File: src/pkg/sfa_regs.svh
`ifndef SFA_REGS_SVH
`define SFA_REGS_SVH

// saturation limits of the two word widths
`define SFA_MAX16 16'h7FFF
`define SFA_MIN16 16'h8000
`define SFA_MAX32 32'h7FFFFFFF
`define SFA_MIN32 32'h80000000

// fractional multiply scaling and rounding
`define SFA_FRAC_SH 15
`define SFA_RND 32'h00004000

// valid bits of a received sample: upper 13 of 16
`define SFA_SAMP_MASK 16'hFFF8

// issue to result, in mclk cycles
`define SFA_LATENCY 1

`endif

File: src/pkg/sfa_pkg.sv
package sfa_pkg;

  // operation codes presented with each issue
  typedef enum logic [4:0] {
    SFA_OP_ADD    = 5'h00,
    SFA_OP_SUB    = 5'h01,
    SFA_OP_MULT   = 5'h02,
    SFA_OP_MULTR  = 5'h03,
    SFA_OP_ABS    = 5'h04,
    SFA_OP_DIV    = 5'h05,
    SFA_OP_LMULT  = 5'h06,
    SFA_OP_LADD   = 5'h07,
    SFA_OP_LSUB   = 5'h08,
    SFA_OP_NORM   = 5'h09,
    SFA_OP_SHL16  = 5'h0A,
    SFA_OP_SHR16  = 5'h0B,
    SFA_OP_SHL32  = 5'h0C,
    SFA_OP_SHR32  = 5'h0D,
    SFA_OP_EXT    = 5'h0E,
    SFA_OP_TRUNC  = 5'h0F,
    SFA_OP_MSAMP  = 5'h10,
    SFA_OP_MPARAM = 5'h11
  } sfa_op_t;

  // whole registered state of the unit
  typedef struct packed {
    logic vld;
    logic [31:0] res;
  } sfa_state_t;

endpackage

File: src/sfa_div.sv
`timescale 1ns/10ps
// fractional quotient of two positive words, den >= num
module sfa_div
  import sfa_pkg::*;
#(
  parameter int W = 16
) (
  input wire logic [W-1:0] num, // dividend, positive
  input wire logic [W-1:0] den, // divisor, not below num
  output logic [W-1:0] quo // truncated positive fraction
);

  // restoring division, one quotient bit per step, sign bit stays 0
  always_comb begin
    logic [W:0] rem;
    rem = '0;
    quo = '0;
    if (num != '0 && den != '0) begin
      rem = {1'b0, num};
      for (int i = 0; i < W - 1; i++) begin
        rem = {rem[W-1:0], 1'b0};
        quo = {quo[W-2:0], 1'b0};
        if (rem >= {1'b0, den}) begin // equal operands give ones in all 15 bits below the sign
          rem = rem - {1'b0, den};
          quo[0] = 1'b1;
        end
      end
    end
  end

endmodule // sfa_div

File: src/sfa_alu.sv
`timescale 1ns/10ps
`include "sfa_regs.svh"
module sfa_alu
  import sfa_pkg::*;
(
  input wire logic mclk, // 10 MHz clock
  input wire logic arst_n, // async reset, active low
  input wire logic op_valid, // issue strobe
  input wire logic [4:0] op_code, // operation select
  input wire logic [15:0] a16, // first short operand
  input wire logic [15:0] b16, // second short operand
  input wire logic [31:0] a32, // first long operand
  input wire logic [31:0] b32, // second long operand
  input wire logic b_short, // long ops take b16 sign-extended
  input wire logic [7:0] shift_n, // signed shift count, param width
  output logic res_valid, // result strobe
  output logic [31:0] res32, // long result
  output logic [15:0] res16 // short result, low half
);

  sfa_state_t st;
  sfa_state_t next_st;
  sfa_op_t op;
  logic signed [15:0] sa;
  logic signed [15:0] sb;
  logic signed [31:0] la;
  logic signed [31:0] lb;
  logic signed [31:0] prod;
  logic signed [16:0] sum16;
  logic signed [16:0] dif16;
  logic signed [32:0] sum32;
  logic signed [32:0] dif32;
  logic [15:0] quo;

  // saturate a 17-bit sum into a short word
  function automatic logic [15:0] sat16(input logic signed [16:0] v);
    if (v[16:15] == 2'b01) begin
      return `SFA_MAX16;
    end else if (v[16:15] == 2'b10) begin
      return `SFA_MIN16;
    end
    return v[15:0];
  endfunction

  // saturate a 33-bit sum into a long word
  function automatic logic [31:0] sat32(input logic signed [32:0] v);
    if (v[32:31] == 2'b01) begin
      return `SFA_MAX32;
    end else if (v[32:31] == 2'b10) begin
      return `SFA_MIN32;
    end
    return v[31:0];
  endfunction

  // shift with signed count; left fills zeros, right extends sign
  function automatic logic [31:0] shift(input logic signed [31:0] v,
                                        input logic signed [7:0] n,
                                        input logic left);
    logic signed [8:0] k;
    logic signed [8:0] m;
    k = left ? 9'(n) : -9'(n);
    m = -k;
    if (k >= 9'sh000) begin
      return (k > 9'sh01F) ? 32'h00000000 : v << k[4:0];
    end
    // both arms signed, or the whole choice turns unsigned and >>> fills zeros
    return (m > 9'sh01F) ? $signed({32{v[31]}}) : v >>> m[4:0];
  endfunction

  // shifts needed to bring a long word just under its sign bit
  function automatic logic [31:0] norm(input logic [31:0] v);
    logic [31:0] cnt;
    logic stop;
    cnt = 32'h00000000;
    stop = 1'b0;
    if (v != 32'h00000000) begin
      for (int i = 30; i >= 0; i--) begin
        if (!stop && v[i] == v[31]) begin
          cnt = cnt + 32'h00000001;
        end else begin
          stop = 1'b1;
        end
      end
    end
    return cnt;
  endfunction

  // operand shaping: long ops may take a sign-extended short constant
  assign op = sfa_op_t'(op_code);
  assign sa = a16;
  assign sb = b16;
  assign la = a32;
  assign lb = b_short ? {{16{b16[15]}}, b16} : b32;

  // shared arithmetic terms
  assign prod = sa * sb;
  assign sum16 = 17'(sa) + 17'(sb);
  assign dif16 = 17'(sa) - 17'(sb);
  assign sum32 = 33'(la) + 33'(lb);
  assign dif32 = 33'(la) - 33'(lb);

  // fractional quotient of the two short operands
  sfa_div #(
    .W(16)
  ) u_div (
    .num(a16),
    .den(b16),
    .quo(quo)
  );

  // result selection, one operation per issue
  always_comb begin
    logic signed [31:0] t;
    t = '0;
    next_st = st;
    next_st.vld = op_valid;
    if (op_valid) begin
      unique case (op)
        SFA_OP_ADD: begin
          next_st.res = {{16{sum16[16]}}, sat16(sum16)};
        end
        SFA_OP_SUB: begin
          next_st.res = {{16{dif16[16]}}, sat16(dif16)};
        end
        SFA_OP_MULT: begin
          t = prod >>> `SFA_FRAC_SH;
          next_st.res = (t == 32'sh00008000) ? 32'(`SFA_MAX16) : t;
        end
        SFA_OP_MULTR: begin
          t = (prod + $signed(`SFA_RND)) >>> `SFA_FRAC_SH; // signed sum keeps >>> arithmetic
          next_st.res = (t == 32'sh00008000) ? 32'(`SFA_MAX16) : t;
        end
        SFA_OP_ABS: begin
          if (a16 == `SFA_MIN16) begin
            next_st.res = 32'(`SFA_MAX16);
          end else begin
            next_st.res = sa[15] ? 32'(-sa) : 32'(sa);
          end
        end
        SFA_OP_DIV: begin
          next_st.res = {16'h0000, quo};
        end
        SFA_OP_LMULT: begin
          next_st.res = prod <<< 1;
        end
        SFA_OP_LADD: begin
          next_st.res = sat32(sum32);
        end
        SFA_OP_LSUB: begin
          next_st.res = sat32(dif32);
        end
        SFA_OP_NORM: begin
          next_st.res = norm(a32);
        end
        SFA_OP_SHL16: begin
          t = shift({{16{a16[15]}}, a16}, shift_n, 1'b1);
          next_st.res = {{16{t[15]}}, t[15:0]};
        end
        SFA_OP_SHR16: begin
          t = shift({{16{a16[15]}}, a16}, shift_n, 1'b0);
          next_st.res = {{16{t[15]}}, t[15:0]};
        end
        SFA_OP_SHL32: begin
          next_st.res = shift(la, shift_n, 1'b1);
        end
        SFA_OP_SHR32: begin
          next_st.res = shift(la, shift_n, 1'b0);
        end
        SFA_OP_EXT: begin
          next_st.res = {{16{a16[15]}}, a16};
        end
        SFA_OP_TRUNC: begin
          next_st.res = {{16{a32[15]}}, a32[15:0]};
        end
        SFA_OP_MSAMP: begin
          t = {{16{a16[15]}}, a16 & `SFA_SAMP_MASK};
          next_st.res = t;
        end
        SFA_OP_MPARAM: begin
          t = 32'(a16) & ~(32'hFFFFFFFF << shift_n[2:0]);
          next_st.res = t;
        end
        default: begin
          next_st.res = 32'h00000000;
        end
      endcase
    end
  end

  // state register
  always_ff @(posedge mclk or negedge arst_n) begin
    if (!arst_n) begin
      st <= '0;
    end else begin
      st <= next_st;
    end
  end

  // outputs straight from the state flops
  assign res_valid = st.vld;
  assign res32 = st.res;
  assign res16 = st.res[15:0];
endmodule // sfa_alu

File: config.mk
export PLATFORM = sky130hd
export DESIGN_NAME = sfa_alu
export DESIGN_NICKNAME = d
export VERILOG_FILES = /design/src/pkg/sfa_pkg.sv /design/src/sfa_div.sv /design/src/sfa_alu.sv
export VERILOG_INCLUDE_DIRS = /design/src /design/src/pkg
export SDC_FILE = /design/constraint.sdc
export NUM_CORES = 2
export LEC_CHECK = 0
export BUFFER_PORTS_ARGS = -buffer_cell sky130_fd_sc_hd__buf_2
export CORE_AREA = 2 2 272 274
export CTS_BUF_LIST = sky130_fd_sc_hd__clkbuf_8
export CTS_CLUSTER_DIAMETER = 100
export CTS_CLUSTER_SIZE = 30
export DETAILED_ROUTE_END_ITERATION = 16
export DIE_AREA = 0 0 274 276
export PLACE_DENSITY = 0.79
export SYNTH_ARGS = -nofsm -noshare
export SYNTH_HDL_FRONTEND = slang
export SYNTH_SLANG_ARGS = --single-unit
export TNS_END_PERCENT = 20
File: constraint.sdc
create_clock -name mclk -period 4.86 [get_ports mclk]
set_input_delay 0.972 -clock mclk [delete_from_list [all_inputs] [get_ports mclk]]
set_output_delay 0.972 -clock mclk [all_outputs]
set_load 0.02 [all_outputs]
==> results of run 1 <==
==> cells in the mapped netlist, types with 31 or more instances <==
cell type and n:
a21oi_1 652, ha_1 462, xnor2_1 225, nand4_1 67, buf_1 45, o21ai_0 491
a21o_1 85, a22oi_1 31, nor3_1 131, fa_1 267, and2_1 106, mux2_2 140
o31ai_1 43, o21bai_1 41, and3_1 58, mux2i_1 122, nor2_1 656, nor4_1 47
o211ai_1 68, clkbuf_1 282, xor2_1 90, a211oi_1 96, or3_1 38, nand3_1 120
nand2b_1 92, a21boi_0 37, a31oi_1 51, o21a_1 78, nand2_1 669, inv_1 552
o22ai_1 48, dfrtp_1 33, nor2b_1 70
==> metal layers <==
metal,global-route usage,overflow
met1,0.8035,18
met2,0.9890,630
met3,0.6562,13
met4,0.8852,340
met5,0.3248,2
==> per-stage QoR <==
step | TNS [ps] | hold slack [ps] | worst slack (ps)
after floorplan | -319340 | 595.4 | -33480
after global placement | -322300 | 466.2 | -32380
after detailed placement | -341950 | 477.0 | -34370
after CTS | -311890 | 496.8 | -31850
==> cell families after synthesis <==
kind of cell	Yosys count
buffers and inverters	923
DFF	33
and+or+nand+nor	2165
muxes	272
AOI/OAI and AO/OA	2003
xor gates and xnor gates	346
adders and majority gates	732
==> timing repair <==
| action | 4_1_cts |
|---|---|
| hold endpoints to repair | 0 |
| pin swaps | 167 |
| gates resized for setup | 213 |
| gates cloned | 2 |
| setup buffers | 246 |
| endpoints found under the setup margin | 32 |
==> flow_summary.toml, run 1 <==
[logic_synthesis]
synth_top_family_by_area = "compound AO/OA/AOI/OAI gates"
synthArstFlopShare = 1.000
yosysWarnings = 0
yosysTopAreaCell = "ha_1"
synth_edf_count = 0
yosys.area_share.xor_xnor = 0.07644
yosys.area_share.simple = 0.2266
synthesis.area_mm2 = 0.04461
synthAdderAreaFrac = 0.2501
synth_seq_cells = 33
synth_top_area_share = 0.1296
synth-main-ff-cell = "dfrtp_1"
postSynthAreaPerCell_um2 = 6.890
synth_fp_nets = 7316
synth_cells = 6474
yosys-top-cells-area = "ha_1 (13%), fa_1 (12%), a21oi_1 (7.3%)"
ys_seq_area_frac = 0.01851
synthMuxAreaShare = 0.06752
ys_types = 118
synth-compound-area-share = 0.2810

[floorplan]
die-height_um = 276
initial_core_util = 0.6145
io_pins = 162
fp-row-count = 99
dieWidth_um = 274

[global_routing]
grt_pass1_vias = 75527
grt_use_total = 0.8221
grt_max_degree = 95
overflow = 1003
grt_pass1_wl_um = 475800

[cts]
h-tree-depth = 2
cts_buffer_depth = 2
cts-root-buf = "clkbuf_8"
cts.sinks = 33
cts_buffers = 5
cts_hold_buf = 0

[place]
place_area_mm2 = 0.06062
dp_hpwl_um = 188800
portBuffers = 161
dp.cells = 9168
gp_congestion = 1.274

[outcome]
status = "stopped before the end"
lastStage = "global routing (5_1_grt)"
error = "[ERROR GRT-0116] Global routing finished with congestion. Check the congestion regions in the DRC Viewer."
==> run 2: changes to the inputs <==
--- a/config.mk
+++ b/config.mk
@@ -7,13 +7,10 @@
 export NUM_CORES = 2
 export LEC_CHECK = 0
 export BUFFER_PORTS_ARGS = -buffer_cell sky130_fd_sc_hd__buf_2
-export CORE_AREA = 2 2 272 274
-export CTS_BUF_LIST = sky130_fd_sc_hd__clkbuf_8
-export CTS_CLUSTER_DIAMETER = 100
-export CTS_CLUSTER_SIZE = 30
+export CORE_AREA = 2 2 337 339
 export DETAILED_ROUTE_END_ITERATION = 16
-export DIE_AREA = 0 0 274 276
-export PLACE_DENSITY = 0.79
+export DIE_AREA = 0 0 339 341
+export PLACE_DENSITY_LB_ADDON = 0.15
 export SYNTH_ARGS = -nofsm -noshare
 export SYNTH_HDL_FRONTEND = slang
 export SYNTH_SLANG_ARGS = --single-unit
==> run 2 against run 1 <==
The flow now finishes, with violations (negative setup slack); area after synthesis unchanged; synthesized cell count unchanged.
==> flow_summary.toml, run 2 <==
[worst_setup_path]
r2r-end = "res32[8]"
required_ps = 5040
arrival_ps = 37930
cp_slowest_cell = "a2111o_1"
crit_path_max_incr_delay_ps = 470
timing.rr.start = "res32[8]"
cp_common_cell = "buf_4"
critPathLaunchType = "primary input"
worst-setup-path-type = "in2reg"
regToRegSetupSlack_ps = 690
cp-end-kind = "register"
reg2reg_depth = 13
cp_max_fo = 6

[logic_synthesis]
yosys.area_share.xor_xnor = 0.07644
synthArstFlopShare = 1.000
synth-compound-area-share = 0.2810
synthesis.area_mm2 = 0.04461
synth_edf_count = 0
yosysWarnings = 0
synth_cells = 6474
yosys.area_share.simple = 0.2266
synth_common_cells = "nand2_1 (669), nor2_1 (656), a21oi_1 (652)"
yosysTopAreaCell = "ha_1"
ys_types = 118
synthMuxAreaShare = 0.06752
synthAdderAreaFrac = 0.2501
synth_seq_cells = 33
postSynthAreaPerCell_um2 = 6.890
synth_top_area_share = 0.1296
synth_top_family_by_area = "compound AO/OA/AOI/OAI gates"
synth_fp_nets = 7316
synth-main-ff-cell = "dfrtp_1"
ys_seq_area_frac = 0.01851
yosys-top-cells-area = "ha_1 (13%), fa_1 (12%), a21oi_1 (7.3%)"
yosys.cell_count.top_type = "nand2_1"

[global_routing]
antenna_found_initial = 17
grt_max_degree = 121
grt_use_total = 0.4196
grt_pass1_wl_um = 368800
grt_pass1_vias = 57799
overflow = 0

[final_layout]
stdcell_area_mm2 = 0.06725
largest_reg_flops = 32
finalNetCount = 9549
finalCoreUtilization = 0.6011
finalNonFillerCells = 10220
drive_above_1_share = 0.3658
final_common_cell = "buf_4"
layout_common_cells = "buf_4 (2,370), nand2_1 (660), nor2_1 (635)"
syn2layout_area_growth_pct = 50.77

[drt]
vias_per_cell = 5.816
drc_errors = 0
wl_per_cell_um = 24.75
wl_um = 253000
vias = 59436
ant_nets = 0
initialDrtViolationCount = 5864
drtPass1Iterations = 6

[sta]
min_period_ps = 37750
worstMarginPinSlew_ps = 1365
setup_tns_ps = -307910
slew_violations = 0
timing.final.crit_share = 7.767
layout_setup_ws_ps = -32890
report.final.hold_viol_count = 0
rsz0062_at_grt = "true"
maxSlewHeadroom = 0.06621
clock_skew_ps = 0
fmax_ghz = 0.02649
setup_violations = 32

[place]
gp_congestion = 1.128
dp.cells = 9933
dp_hpwl_um = 203700
portBuffers = 161
place_area_mm2 = 0.06304

[cts]
cts_buffer_depth = 2
cts_tree = "yes"
clkLatencyLatePin_ps = 310
cts-root-buf = "clkbuf_16"
h-tree-depth = 2
cts_hold_buf = 0
cts_buffers = 5
cts.sinks = 33
clkTransAtPathRegs_ps = 80

[floorplan]
initial_core_util = 0.3987
io_pins = 162
die-height_um = 341
dieWidth_um = 339
die-area_mm2 = 0.1156
fp-row-count = 123
core_area_mm2 = 0.1119

[hold_path]
min-delay-start = "res32[24]"
holdCritPathClass = "reg2reg"
whs_path_depth = 1
min_to = "res32[24]"

[outcome]
status = "finished, violations left"
violations = "negative setup slack"

[job]
max_cap_viol_count = 0
-- run 2: kinds of logic after synthesis --
logic type | after synthesis
mux | 272
xor+xnor | 346
simple gates | 2165
buf+inv | 923
flops | 33
compound gates | 2003
fa+ha+maj | 732
-- run 2: worst max path at each step --
| stage | slack [ps] | from | endpoint | cells past startpoint |
|---|---|---|---|---|
| floorplan | -33480 | b16[1] | res32[0] | 239 |
| global placement | -33330 | b16[1] | res32[0] | 222 |
| detailed placement | -34180 | b16[1] | res32[0] | 222 |
| CTS | -31900 | b16[1] | res32[0] | 221 |
| global route | -34460 | b16[1] | res32[0] | 229 |
| finish | -32890 | b16[1] | res32[0] | 236 |
-- run 2: what timing repair did --
item                                    4_1_cts  5_1_grt
endpoints found under the setup margin       32       32
cloned                                        4        0
gates resized for setup                     252      177
pin swaps                                   164      142
setup buffers                               214       52
-- run 2: stage by stage --
stage / hold slack, ps / worst slack (ps)
final: 484.1 / -32890
after global routing: 496.0 / -34460
after CTS: 487.9 / -31900
after detailed placement: 472.3 / -34180
after global placement: 468.4 / -33330
after floorplan: 595.4 / -33480
-- run 2: cell type report --
class / count / area, um2
Fill cell: 10598 / 44630
Multi-Input combinational cell: 5521 / 42660
Timing Repair Buffer: 2587 / 19580
Inverter: 559 / 2111
Tap cell: 1500 / 1877
Sequential cell: 33 / 825.8
Clock buffer: 6 / 138.9
Clock inverter: 2 / 37.54
Antenna cell: 12 / 30.03
-- run 2: layer usage --
metal | routed length [um] | up-vias | part of all wire | track usage
met5 | 69 | - | 0.00027 | 0
li1 | - | 27410 | - | -
met2 | 110800 | 2917 | 0.44 | 0.6696
met3 | 21880 | 668 | 0.086 | 0.07281
met1 | 102800 | 28431 | 0.41 | 0.5369
met4 | 17360 | 10 | 0.069 | 0.2318
-- run 2: worst max-delay path: cells and delay by family --
family	cells	cell delay (ps)
AO/OA/AOI/OAI	115	18000
AND/OR/NAND/NOR	46	6450
multiplexers	5	1640
buffers and inverters	54	6780
XOR/XNOR	2	270
adder cells (fa/ha/maj)	14	3790
Power of run 2 is left out: the tool's default activity adds up to more than one toggle a clock period on the data nets, which glitch-free logic cannot reach.
